<file path="config.mk">
export PLATFORM = sky130hd
export DESIGN_NAME = vr_serial_voltage_commands
export DESIGN_NICKNAME = d
export VERILOG_FILES = /design/src/vr_cmd_pkg.sv /design/src/vr_link_if.sv /design/src/vr_link_serializer.sv /design/src/vr_serial_voltage_commands.sv
export VERILOG_INCLUDE_DIRS = /design/src /design/src/src
export SDC_FILE = /design/constraint.sdc
export NUM_CORES = 1
export LEC_CHECK = 0
export ABC_AREA = 1
export BUFFER_PORTS_ARGS = -buffer_cell sky130_fd_sc_hd__buf_4
export CAP_MARGIN = 20
export CORE_MARGIN = 5
export CORE_UTILIZATION = 25
export CTS_CLUSTER_DIAMETER = 120
export DETAILED_ROUTE_END_ITERATION = 8
export SLEW_MARGIN = 0
export SYNTH_ARGS = -nofsm -noshare
export SYNTH_HDL_FRONTEND = slang
export SYNTH_SLANG_ARGS = --single-unit
</file>
<file path="constraint.sdc">
create_clock -name clock_i -period 4.7 [get_ports clock_i]
set_clock_uncertainty 0.15 [all_clocks]
set_input_delay 0.235 -clock clock_i [delete_from_list [all_inputs] [get_ports clock_i]]
set_output_delay 0.235 -clock clock_i [all_outputs]
set_load 0.02 [all_outputs]
</file>
<file path="src/vr_cmd_params.svh">
/*
 * constants of the voltage command block: rail addresses, protocol codes,
 * code ranges, command codes and packet layout.
 * assumes inclusion from the package and the design modules by bare name.
 */
// Overview of operation
// - rail switching uses only working point select of states 1 and 2.
// - the master programs working point states 0 to 4 in every rail domain.
// - a fast set goes to exactly one rail address, never a group address.
// - performance state voltage changes use the slow set command.
// - the decay set only lowers the voltage; the regulator lets it fall.
// - decay is sent only on entry to the deepest package idle state.
// - every packet carries a 4-bit regulator address field.
// - bus 0 holds main 00/0A, always-on 01/09, io rails 02 and 03/04.
// - bus 1 holds only the memory supply rail at 00 with protocol 07.
// - main rail code 6F is 1.60 V, 10 mV steps, up to 8C.
// - commanded main rail codes stay within 6F to 86.
// - always-on code 8D is 0.950 V, 5 mV steps, up to 97.
// - both io rails get code 83, the memory supply rail code AB.
`ifndef VR_CMD_PARAMS_SVH
`define VR_CMD_PARAMS_SVH

`define ADDR_W 4
`define CODE_W 8
`define CMD_W 5
`define FRAME_W 25
`define RAIL_CNT 5
`define WP_PROG_CNT 5
`define WP_SEL_LO 3'h1
`define WP_SEL_HI 3'h2
`define WP_REG_BASE 8'h3A

`define ADDR_MAIN 4'h0
`define ADDR_AON 4'h1
`define ADDR_IO_HV 4'h2
`define ADDR_IO_ANALOG 4'h3
`define ADDR_MEM 4'h0
`define ADDR_GROUP_LO 4'hE

`define PROTO_MAIN 8'h0A
`define PROTO_AON 8'h09
`define PROTO_IO 8'h04
`define PROTO_MEM 8'h07

`define MAIN_CODE_MIN 8'h6F
`define MAIN_CODE_MAX 8'h86
`define AON_CODE_MIN 8'h8D
`define AON_CODE_MAX 8'h97
`define IO_CODE 8'h83
`define MEM_CODE 8'hAB

`define CMD_FAST 5'h01
`define CMD_SLOW 5'h02
`define CMD_DECAY 5'h03
`define CMD_WP_SELECT 5'h04
`define CMD_REG_WRITE 5'h05

`endif

</file>
<file path="src/vr_cmd_pkg.sv">
/*
 * types of the voltage command block.
 * assumes the constants header is on the include path.
 */
`include "vr_cmd_params.svh"

package vr_cmd_pkg;

    typedef enum logic [2:0] {
        RAIL_MAIN = 3'h0,
        RAIL_AON = 3'h1,
        RAIL_IO_HV = 3'h2,
        RAIL_IO_ANALOG = 3'h3,
        RAIL_MEM = 3'h4
    } rail_t;

    typedef enum logic [1:0] {
        REQ_PSTATE = 2'h0,
        REQ_FAST = 2'h1,
        REQ_IDLE_DECAY = 2'h2,
        REQ_WP_SELECT = 2'h3
    } req_kind_t;

    typedef enum logic [2:0] {
        ST_INIT = 3'h1,
        ST_IDLE = 3'h2,
        ST_SEND = 3'h4
    } ctrl_state_t;

    typedef enum logic [1:0] {
        SER_IDLE = 2'h1,
        SER_SHIFT = 2'h2
    } ser_state_t;

    typedef struct packed {
        logic bus;
        logic [`ADDR_W-1:0] addr;
        logic [7:0] proto;
        logic [`CODE_W-1:0] code_min;
        logic [`CODE_W-1:0] code_max;
    } rail_info_t;

endpackage

</file>
<file path="src/vr_link_if.sv">
/*
 * packet hand-off between the command controller and the link serializer.
 * assumes both ends share clock_i.
 */
`timescale 1ns/1ps
`default_nettype none
`include "vr_cmd_params.svh"

interface vr_link_if;
    logic frame_valid;
    logic frame_ready;
    logic frame_bus;
    logic [`FRAME_W-1:0] frame;

    modport ctrl (output frame_valid, output frame_bus, output frame, input frame_ready);
    modport ser (input frame_valid, input frame_bus, input frame, output frame_ready);
endinterface

`default_nettype wire

</file>
<file path="src/vr_link_serializer.sv">
/*
 * shifts one packet out, msb first, on the selected bus data line (open drain).
 * assumes link_clk_i is a free pin sampled by clock_i; bits change on its falling edge.
 */
`timescale 1ns/1ps
`default_nettype none
`include "vr_cmd_params.svh"

module vr_link_serializer
    import vr_cmd_pkg::*;
(
    input wire logic clock_i,
    input wire logic resetn_i,
    input wire logic link_clk_i,
    vr_link_if.ser link,
    output logic [1:0] data_o,
    output logic [1:0] data_oe_o
);

    typedef struct packed {
        logic [2:0] clk_sync;
        ser_state_t state;
        logic bus;
        logic [`FRAME_W-1:0] shift;
        logic [4:0] left;
        logic ready;
        logic [1:0] oe;
    } ser_s_t;

    ser_s_t cur;
    ser_s_t next_s;
    logic fall;

    always_comb begin
        next_s = cur;
        next_s.clk_sync = {cur.clk_sync[1:0], link_clk_i};
        // only the second and third stages feed the edge detector
        fall = cur.clk_sync[2] & ~cur.clk_sync[1];
        case (cur.state)
            SER_IDLE: begin
                if (link.frame_valid && cur.ready) begin
                    next_s.state = SER_SHIFT;
                    next_s.bus = link.frame_bus;
                    next_s.shift = link.frame;
                    next_s.left = 5'(`FRAME_W);
                    next_s.ready = 1'b0;
                end
            end
            SER_SHIFT: begin
                if (fall) begin
                    if (cur.left == 5'h00) begin
                        next_s.state = SER_IDLE;
                        next_s.ready = 1'b1;
                        next_s.oe = 2'h0;
                    end else begin
                        // zero pulls the line low, one releases it
                        next_s.oe = 2'h0;
                        next_s.oe[cur.bus] = ~cur.shift[`FRAME_W-1];
                        next_s.shift = {cur.shift[`FRAME_W-2:0], 1'b0};
                        next_s.left = cur.left - 5'h01;
                    end
                end
            end
            default: begin
                next_s.state = SER_IDLE;
                next_s.ready = 1'b1;
                next_s.oe = 2'h0;
            end
        endcase
    end

    always_ff @(posedge clock_i or negedge resetn_i) begin
        if (!resetn_i) begin
            cur <= '{clk_sync: 3'h0, state: SER_IDLE, bus: 1'b0, shift: '0, left: 5'h00,
                     ready: 1'b1, oe: 2'h0};
        end else begin
            cur <= next_s;
        end
    end

    assign link.frame_ready = cur.ready;
    assign data_oe_o = cur.oe;
    assign data_o = 2'h0;

endmodule // vr_link_serializer

`default_nettype wire

</file>
<file path="src/vr_serial_voltage_commands.sv">
/*
 * processor side voltage command controller: boots the working point tables,
 * then checks, clamps and addresses requests and hands packets to the serializer.
 * assumes requests come from logic on clock_i; link_clk_i is a free running pin.
 */
`timescale 1ns/1ps
`default_nettype none
`include "vr_cmd_params.svh"

module vr_serial_voltage_commands
    import vr_cmd_pkg::*;
#(
    parameter int CODE_W = `CODE_W
) (
    input wire logic clock_i,
    input wire logic resetn_i,
    input wire logic req_valid_i,
    input wire logic [1:0] req_kind_i,
    input wire logic [2:0] req_rail_i,
    input wire logic [7:0] req_code_i,
    input wire logic [2:0] req_wp_i,
    input wire logic deep_idle_entry_i,
    input wire logic link_clk_i,
    output logic req_ready_o,
    output logic accept_o,
    output logic reject_o,
    output logic [7:0] sent_code_o,
    output logic [7:0] sent_protocol_o,
    output logic [1:0] data_o,
    output logic [1:0] data_oe_o
);

    if (CODE_W != 8) begin : g_width_check
        $error("vr_serial_voltage_commands: payload must be one byte");
    end

    // per rail bus, address, protocol and allowed code window
    function automatic rail_info_t rail_info(input logic [2:0] r);
        rail_info_t i;
        i = '{bus: 1'b0, addr: `ADDR_MAIN, proto: `PROTO_MAIN,
              code_min: `MAIN_CODE_MIN, code_max: `MAIN_CODE_MAX};
        case (r)
            RAIL_MAIN: begin
                i = '{bus: 1'b0, addr: `ADDR_MAIN, proto: `PROTO_MAIN,
                      code_min: `MAIN_CODE_MIN, code_max: `MAIN_CODE_MAX};
            end
            RAIL_AON: begin
                i = '{bus: 1'b0, addr: `ADDR_AON, proto: `PROTO_AON,
                      code_min: `AON_CODE_MIN, code_max: `AON_CODE_MAX};
            end
            RAIL_IO_HV: begin
                i = '{bus: 1'b0, addr: `ADDR_IO_HV, proto: `PROTO_IO,
                      code_min: `IO_CODE, code_max: `IO_CODE};
            end
            RAIL_IO_ANALOG: begin
                i = '{bus: 1'b0, addr: `ADDR_IO_ANALOG, proto: `PROTO_IO,
                      code_min: `IO_CODE, code_max: `IO_CODE};
            end
            RAIL_MEM: begin
                i = '{bus: 1'b1, addr: `ADDR_MEM, proto: `PROTO_MEM,
                      code_min: `MEM_CODE, code_max: `MEM_CODE};
            end
            default: begin
                i = '{bus: 1'b0, addr: `ADDR_GROUP_LO, proto: 8'h00,
                      code_min: 8'h00, code_max: 8'h00};
            end
        endcase
        return i;
    endfunction

    function automatic logic [7:0] clamp_code(input logic [7:0] c, input rail_info_t i);
        logic [7:0] r;
        r = c;
        if (c < i.code_min) begin
            r = i.code_min;
        end else if (c > i.code_max) begin
            r = i.code_max;
        end
        return r;
    endfunction

    typedef struct packed {
        ctrl_state_t state;
        logic [2:0] init_rail;
        logic [2:0] init_wp;
        logic [`RAIL_CNT-1:0][7:0] last_code;
        logic frame_valid;
        logic frame_bus;
        logic [`FRAME_W-1:0] frame;
        logic req_ready;
        logic accept;
        logic reject;
        logic [7:0] sent_code;
        logic [7:0] sent_proto;
    } ctrl_s_t;

    localparam logic [`RAIL_CNT-1:0][7:0] BOOT_CODES =
        {`MEM_CODE, `IO_CODE, `IO_CODE, `AON_CODE_MIN, `MAIN_CODE_MIN};

    ctrl_s_t cur;
    ctrl_s_t next_s;
    rail_info_t req_info;
    rail_info_t init_info;
    logic [7:0] req_clamped;
    logic [`CMD_W-1:0] req_cmd;
    logic req_ok;

    vr_link_if link ();

    always_comb begin
        req_info = rail_info(req_rail_i);
        init_info = rail_info(cur.init_rail);
        req_clamped = clamp_code(req_code_i, req_info);
        req_cmd = `CMD_SLOW;
        req_ok = (req_rail_i < 3'(`RAIL_CNT));
        case (req_kind_i)
            REQ_PSTATE: begin
                req_cmd = `CMD_SLOW;
            end
            REQ_FAST: begin
                req_cmd = `CMD_FAST;
                req_ok = req_ok && (req_info.addr < `ADDR_GROUP_LO);
            end
            REQ_IDLE_DECAY: begin
                req_cmd = `CMD_DECAY;
                req_ok = req_ok && deep_idle_entry_i &&
                         (req_clamped < cur.last_code[req_rail_i]);
            end
            REQ_WP_SELECT: begin
                req_cmd = `CMD_WP_SELECT;
                req_ok = req_ok && (req_wp_i == `WP_SEL_LO || req_wp_i == `WP_SEL_HI);
            end
            default: begin
                req_ok = 1'b0;
            end
        endcase
    end

    always_comb begin
        next_s = cur;
        next_s.accept = 1'b0;
        next_s.reject = 1'b0;
        case (cur.state)
            ST_INIT: begin
                // program states 0 to 4 per rail
                if (!cur.frame_valid) begin
                    next_s.frame_valid = 1'b1;
                    next_s.frame_bus = init_info.bus;
                    next_s.frame = {init_info.addr, `CMD_REG_WRITE,
                                    `WP_REG_BASE + 8'(cur.init_wp),
                                    BOOT_CODES[cur.init_rail]};
                end else if (link.frame_ready) begin
                    next_s.frame_valid = 1'b0;
                    if (cur.init_wp == 3'(`WP_PROG_CNT - 1)) begin
                        next_s.init_wp = 3'h0;
                        if (cur.init_rail == 3'(`RAIL_CNT - 1)) begin
                            next_s.state = ST_IDLE;
                            next_s.req_ready = 1'b1;
                        end else begin
                            next_s.init_rail = cur.init_rail + 3'h1;
                        end
                    end else begin
                        next_s.init_wp = cur.init_wp + 3'h1;
                    end
                end
            end
            ST_IDLE: begin
                if (req_valid_i && cur.req_ready) begin
                    if (req_ok) begin
                        next_s.state = ST_SEND;
                        next_s.req_ready = 1'b0;
                        next_s.accept = 1'b1;
                        next_s.frame_valid = 1'b1;
                        next_s.frame_bus = req_info.bus;
                        next_s.frame = {req_info.addr, req_cmd, 5'h00, req_wp_i,
                                        (req_kind_i == REQ_WP_SELECT) ? 8'h00 : req_clamped};
                        next_s.sent_proto = req_info.proto;
                        if (req_kind_i != REQ_WP_SELECT) begin
                            next_s.sent_code = req_clamped;
                            next_s.last_code[req_rail_i] = req_clamped;
                        end
                    end else begin
                        next_s.reject = 1'b1;
                    end
                end
            end
            ST_SEND: begin
                if (link.frame_ready) begin
                    next_s.frame_valid = 1'b0;
                    next_s.state = ST_IDLE;
                    next_s.req_ready = 1'b1;
                end
            end
            default: begin
                next_s.state = ST_IDLE;
                next_s.frame_valid = 1'b0;
                next_s.req_ready = 1'b1;
            end
        endcase
    end

    always_ff @(posedge clock_i or negedge resetn_i) begin
        if (!resetn_i) begin
            cur <= '{state: ST_INIT, init_rail: 3'h0, init_wp: 3'h0, last_code: BOOT_CODES,
                     frame_valid: 1'b0, frame_bus: 1'b0, frame: '0, req_ready: 1'b0,
                     accept: 1'b0, reject: 1'b0, sent_code: 8'h00, sent_proto: 8'h00};
        end else begin
            cur <= next_s;
        end
    end

    assign link.frame_valid = cur.frame_valid;
    assign link.frame_bus = cur.frame_bus;
    assign link.frame = cur.frame;

    vr_link_serializer u_serializer (
        .clock_i(clock_i),
        .resetn_i(resetn_i),
        .link_clk_i(link_clk_i),
        .link(link.ser),
        .data_o(data_o),
        .data_oe_o(data_oe_o)
    );

    assign req_ready_o = cur.req_ready;
    assign accept_o = cur.accept;
    assign reject_o = cur.reject;
    assign sent_code_o = cur.sent_code;
    assign sent_protocol_o = cur.sent_proto;

endmodule // vr_serial_voltage_commands

`default_nettype wire

</file>
==> results of run 1 <==
## layout make-up
type / instances / area share [%]
tap: 341 / 5.43
clock inverter: 12 / 2.04
multi-input combinational: 569 / 38.1
clock buffer: 20 / 5.81
inverter: 82 / 4.04
sequential: 123 / 39.5
timing repair buffer: 52 / 5.03
## synthesized netlist by cell type (2+ instances only)
cell,instances
nand2_1,250
dfrtp_1,100
inv_1,76
nor2_1,58
o21ai_0,52
ha_1,35
nand3_1,27
dfstp_2,23
a31oi_1,22
buf_4,22
a21oi_1,21
o21ai_1,21
nand4_1,18
clkbuf_1,16
a22oi_1,7
o211ai_1,7
buf_2,6
buf_6,6
nor3_1,6
o21ai_2,6
nand2_2,5
inv_2,3
nand2_4,3
nand4_4,3
nand4_2,2
nor2_2,2
o221ai_1,2
o31ai_1,2
xor2_1,2
## stage by stage
step | util, % | cell area, um^2
after floorplan | - | 6760
after global placement | 27.0 | 7220
after detailed placement | 27.0 | 7220
after CTS | 29.4 | 7860
after global routing | 29.4 | 7860
final | 29.4 | 7860
## layer usage
metal,global-route usage (%),vias up,share of wire (%)
met3,2.68,27,4.1
met4,3.89,0,2.1
met1,15.3,2642,47
met5,0,-,0
li1,-,2717,-
met2,18.9,120,47
## cells in the final DEF, fill, tap and decap left out, types with 3 or more instances in the layout
| master | count |
|---|---|
| nor2_1 | 58 |
| nand2_2 | 5 |
| dfstp_2 | 23 |
| nor3_1 | 6 |
| nand4_1 | 18 |
| o211ai_1 | 7 |
| bufinv_16 | 3 |
| a31oi_1 | 22 |
| o21ai_0 | 52 |
| inv_1 | 76 |
| clkbuf_16 | 17 |
| conb_1 | 6 |
| inv_6 | 4 |
| inv_2 | 3 |
| nand2_1 | 250 |
| o21ai_1 | 21 |
| a21oi_1 | 21 |
| nand4_4 | 3 |
| nand3_1 | 27 |
| dfrtp_1 | 100 |
| nand2_4 | 3 |
| ha_1 | 35 |
| o21ai_2 | 6 |
| buf_4 | 50 |
| a22oi_1 | 7 |
## power by group through the flow
stage,sequential [mW],clock (mW),combinational [mW]
after floorplan,1.62,0,1.13
after global placement,1.68,0,1.44
after detailed placement,1.68,0,1.46
after CTS,1.67,1.41,1.47
after global routing,1.71,1.45,1.66
final,1.66,1.38,1.46
## final timing paths
kind,start,end,slack [ns],depth (start not counted)
max in group asynchronous,resetn_i,accept_o,3.23,3
min in group asynchronous,resetn_i,u_serializer.cur[36],0.16,2
worst min register to register,u_serializer.cur[36],u_serializer.cur[37],0.20,0
worst max-delay path,req_rail_i[0],cur[53],0.45,26
worst max register to register,cur[69],cur[53],1.58,13
worst min-delay path,req_wp_i[0],link.frame[8],0.07,5
## worst max-delay path, stage by stage
cell,delay (ns)
buf_4,0.18
inv_4,0.15
nand2_8,0.10
inv_2,0.15
nand2_2,0.11
nand3_2,0.11
inv_1,0.05
ha_1,0.28
nand2_1,0.09
nor2_1,0.05
a211oi_1,0.37
nand2_4,0.14
nand2_1,0.12
inv_1,0.07
a22oi_1,0.23
inv_1,0.11
ha_1,0.30
nand2_1,0.08
nor2_1,0.05
a2111oi_0,0.40
nand2_2,0.14
nand2_4,0.21
buf_4,0.22
nand4_4,0.22
nand2_1,0.17
o21ai_2,0.06
## sequential cells by signal (all words and copies together), names as in the netlist, 2 cells and up
| name | cells |
|---|---|
| cur | 49 |
| u_serializer.cur | 36 |
| link.frame | 19 |
| u_serializer.data_oe_o | 2 |
| sent_protocol_o | 4 |
| sent_code_o | 8 |
## timing repair
action,4_1_cts,5_1_grt
hold buffers,2,0
gates resized for setup,0,0
hold endpoints to repair,34,0
## logic make-up after synthesis
kind of cell	after synthesis	share of synthesized area (%)
xor gates and xnor gates	3	0.390
AOI/OAI and AO/OA	145	12.4
other	1	0.0557
DFF	123	46.1
and+or+nand+nor	380	24.8
adders and majority gates	35	6.50
buffers and inverters	133	9.73
==> flow_summary_export.csv, run 1 <==
group,metric,value,unit
yosys,postSynth.topFlopCell,"dfrtp_1",
floorplan,die_x,174,um
worst_setup_path,cp-start-kind,"primary input",
power,switching_power,1.68,mW
cells_and_area,post_layout_cell_count,1199,
power,clock_power_share,30.6,%
floorplan,io_pins,44,
sta,timing.slew.headroom,41.2,%
power,internal_power,2.82,mW
global_routing,grt_pass1_vias,5387,
worst_setup_path,worstPathRequired,4.85,ns
detailed_routing,post_drt_wl_per_cell,14.5,um
power,seq_pwr_share,36.9,%
power,power.combinational.fraction,32.5,%
global_routing,grt_first_pass_wirelength,28.4,mm
placement,buffer_ports.inserted,37,
cts,cts_root_buffer,"clkbuf_16",
run_status,outcome,"complete, no violations",
power,total_power,4.50,mW
cts,number_of_buffers_created_by_cts,17,
sta,worst_setup_slack_final,0.450,ns
floorplan,fp-row-count,60,
floorplan,coreArea,26700,um^2
yosys,synthDistinctLibCells,46,
cts,cts.sink_count,123,
yosys,synth-async-reset-ratio,100,%
sta,post-route-period-util,90.4,%
cells_and_area,multi_input_comb_area,2990,um^2
sta,finalSetupViolations,0,
yosys,number_of_enable_flip_flop_cells_after_synthesis,0,
sta,hold_violations,0,
placement,place_congestion,0.854,
placement,hpwlAfterDp,12.5,mm
cts,cts_buffer_depth,2,
yosys,sequential_fraction_of_the_synthesis_area,46.1,%
detailed_routing,first_pass_iteration_count_of_the_detailed_router,5,
power,pd_cells,573,nW/um^2
cells_and_area,number_of_nets_at_the_end_of_the_flow,901,
sta,fin_crit,4.25,ns
run,maxCapViolations,0,
cts,worstSkewPairLatency,0.42,ns
detailed_routing,postRouteWirelength,17.4,mm
hold_path,timing.hold.worst.class,"primary input to flip-flop",
worst_setup_path,critical_path_class,"primary input to flip-flop",
placement,pre_cts_slack,0.0725,ns
yosys,post_synthesis_instance_area,6740,um^2
placement,post-place-cells,1165,
sta,f_max,0.235,GHz
global_routing,antenna_violations_before_repair,0,
yosys,ys_warn_count,0,
sta,finalHoldWorstSlack,0.0658,ns
worst_setup_path,timing.critical_path.fanout_max,18,
sta,setup_repair_after_global_routing_missed_its_margin,"false",
yosys,synth_top_cell_by_area,"dfrtp_1",
floorplan,initial_utilization,25.2,%
yosys,post_synth_main_area_contributors,"dfrtp_1 (37%), nand2_1 (14%), dfstp_2 (9.0%)",
sta,worstMarginPinSlew,0.882,ns
power,power.static_leakage,3.78,nW
cts,cts_tree,"done",
floorplan,floorplan.die_area,30300,um^2
global_routing,grt_max_degree,52,
power,power.share.switching,37.3,%
detailed_routing,drtIter0Drc,414,
yosys,area_fraction_of_the_dominant_cell_type_after_synthesis,37.1,%
worst_setup_path,crit_arrival,4.40,ns
cts,cts.repair_timing.setup_buffer_count,0,
detailed_routing,dr_total_vias,5506,
global_routing,grtUsageTotal,11.6,%
cells_and_area,drive_gt1_share,15.6,%
yosys,syn-instance-count,820,
yosys,number_of_synthesized_register_bits,123,
global_routing,grt_remaining_overflow,0,
cts,h-tree-depth,4,
sta,fin_tns_setup,0,ns
cells_and_area,fill_cells,2876,
cts,clkSlewWorstSetupHoldPaths,0.06,ns
yosys,avgSynthCellArea,8.22,um^2
cells_and_area,seq_area,3110,um^2
detailed_routing,drc_viols,0,
detailed_routing,via_per_inst,4.59,
cells_and_area,syn2layout_area_growth,16.6,%
sta,drv_slew,0,
cells_and_area,insertedDiodeCount,0,
worst_setup_path,nature_of_the_critical_path_endpoint,"flip-flop",
detailed_routing,postRouteAntennaNets,0,
floorplan,die_height,174,um
power,worst_vdd_ir,289,uV
Note: power is estimated with default switching activity, not from simulation.
==> run 2: changes to the inputs <==
CTS_BUF_LIST = sky130_fd_sc_hd__clkbuf_8   (was default)
==> flow_summary_export.csv, run 2 (synthesis gave the netlist of run 1 again) <==
group,metric,value,unit
run_status,outcome,"complete, no violations",
cells_and_area,final_cell_mix,"nand2_1 (250), dfrtp_1 (100), inv_1 (77), nor2_1 (58), o21ai_0 (52)",
worst_setup_path,cp-start-kind,"primary input",
floorplan,floorplan.die_area,30300,um^2
sta,hold_violations,0,
detailed_routing,drc_viols,0,
power,power.static_leakage,3.69,nW
worst_setup_path,critical_path_class,"primary input to flip-flop",
run,maxCapViolations,0,
detailed_routing,post_drt_wl_per_cell,14.4,um
cts,cts.sink_count,123,
floorplan,die_height,174,um
cells_and_area,drive_gt1_share,15.6,%
cells_and_area,post-route-cell-area,7670,um^2
global_routing,grtUsageTotal,11.6,%
cts,cts_root_buffer,"clkbuf_8",
worst_setup_path,crit_arrival,4.41,ns
placement,buffer_ports.inserted,37,
cts,cts_tree,"done",
sta,worst_setup_slack_final,0.459,ns
cells_and_area,multi_input_comb_area,2990,um^2
detailed_routing,dr_total_vias,5432,
cells_and_area,fill_cells,2901,
global_routing,antenna_violations_before_repair,0,
floorplan,die_x,174,um
sta,setup_repair_after_global_routing_missed_its_margin,"false",
worst_setup_path,worstPathRequired,4.87,ns
cells_and_area,seq_area,3110,um^2
sta,fin_crit,4.24,ns
cells_and_area,syn2layout_area_growth,13.8,%
sta,fin_tns_setup,0,ns
detailed_routing,first_pass_iteration_count_of_the_detailed_router,5,
sta,worstMarginPinSlew,0.876,ns
hold_path,timing.hold.worst.class,"primary input to flip-flop",
cts,clkSlewWorstSetupHoldPaths,0.08,ns
placement,pre_cts_slack,0.0725,ns
global_routing,grt_max_degree,52,
worst_setup_path,timing.critical_path.fanout_max,18,
floorplan,coreArea,26700,um^2
global_routing,grt_first_pass_wirelength,28.4,mm
detailed_routing,postRouteAntennaNets,0,
cts,h-tree-depth,4,
sta,finalSetupViolations,0,
placement,detailed_place.area,7220,um^2
worst_setup_path,setup_slack_of_the_worst_register_to_register_path,1.55,ns
cts,number_of_buffers_created_by_cts,17,
floorplan,io_pins,44,
cells_and_area,insertedDiodeCount,0,
global_routing,grt_remaining_overflow,0,
worst_setup_path,r2r_end,"cur[53]",
cells_and_area,final_common_cell,"nand2_1",
sta,timing.slew.headroom,41.5,%
global_routing,grt_pass1_vias,5372,
detailed_routing,postRouteWirelength,17.3,mm
detailed_routing,via_per_inst,4.53,
cells_and_area,postLayoutCoreUtil,28.7,%
floorplan,fp-row-count,60,
placement,hpwlAfterDp,12.5,mm
worst_setup_path,critical_r2r_launch,"cur[69]",
worst_setup_path,startpoint,"req_rail_i[0]",
power,pd_cells,539,nW/um^2
detailed_routing,drtIter0Drc,449,
cells_and_area,largest-register,"cur",
cts,cts_buffer_depth,2,
cells_and_area,largest_register_ffs,49,
sta,drv_slew,0,
cts,cts.repair_timing.setup_buffer_count,0,
sta,post-route-period-util,90.2,%
worst_setup_path,worst_r2r_path_depth,13,
floorplan,initial_utilization,25.2,%
cells_and_area,number_of_nets_at_the_end_of_the_flow,901,
worst_setup_path,nature_of_the_critical_path_endpoint,"flip-flop",
cts,post_cts_resize_count,0,
placement,place_congestion,0.854,
sta,f_max,0.236,GHz
worst_setup_path,crit_end,"cur[53]",
power,worst_vdd_ir,309,uV
cts,worstSkewPairLatency,0.44,ns
-- run 2: cell count changes in the layout (fill, tap and decap cells not counted), sizes merged --
cell / previous run / this run
clkbuf: 20 / 19
inv: 85 / 86
-- run 2: area by class of cell --
class | count | area share, %
flip-flops and latches | 123 | 40.5
multi-input cells | 569 | 39.1
well taps | 341 | 5.57
repair buffers | 52 | 5.16
inverters | 82 | 4.15
clock buffers | 19 | 3.41
clock inverters | 13 | 2.14
-- run 2: per-layer routing --
| layer | wire length [um] | track usage [%] | vias up |
|---|---|---|---|
| met5 | 0 | 0 | - |
| met4 | 341 | 3.89 | 0 |
| met3 | 653 | 2.68 | 24 |
| met2 | 8190 | 18.6 | 100 |
| met1 | 8080 | 15.4 | 2599 |
| li1 | - | - | 2709 |
-- run 2: power breakdown --
part	internal [mW]	total, mW	switching [mW]
clock	0.558	1.02	0.463
combinational	0.495	1.45	0.957
sequential	1.46	1.66	0.204
-- run 2: worst min-delay path by stage --
| stage | start | endpoint | slack (ns) | cells past startpoint |
|---|---|---|---|---|
| after CTS | req_wp_i[0] | link.frame[8] | 0.01 | 5 |
| final | req_wp_i[0] | link.frame[8] | 0.05 | 5 |
| after global routing | req_wp_i[0] | link.frame[8] | 0.05 | 5 |
| after floorplan | resetn_i | accept_o | -0.21 | 0 |
| after detailed placement | resetn_i | reject_o | 0.09 | 1 |
| after global placement | resetn_i | reject_o | 0.08 | 1 |
-- run 2: timing repair --
action                                  in CTS  in global routing
endpoints found under the setup margin       0                  0
hold endpoints to repair                    34                  0
hold buffers                                 2                  0
-- run 2: critical path, cell delays in order --
cell and delay, ns:
buf_4 0.18, inv_4 0.15, nand2_8 0.10, inv_2 0.15
nand2_2 0.11, nand3_2 0.11, inv_1 0.05, ha_1 0.28
nand2_1 0.09, nor2_1 0.05, a211oi_1 0.37, nand2_4 0.14
nand2_1 0.12, inv_1 0.07, a22oi_1 0.23, inv_1 0.11
ha_1 0.30, nand2_1 0.08, nor2_1 0.05, a2111oi_0 0.40
nand2_2 0.14, nand2_4 0.21, buf_4 0.22, nand4_4 0.22
nand2_1 0.17, o21ai_2 0.06
-- run 2: through the flow --
stage / hold slack [ns] / power (mW) / cells
floorplan: -0.211 / 2.75 / 825
global placement: 0.0803 / 3.11 / 1165
detailed placement: 0.0853 / 3.14 / 1165
CTS: 0.0112 / 4.18 / 1199
global route: 0.0491 / 4.47 / 1199
finish: 0.0471 / 4.13 / 1199
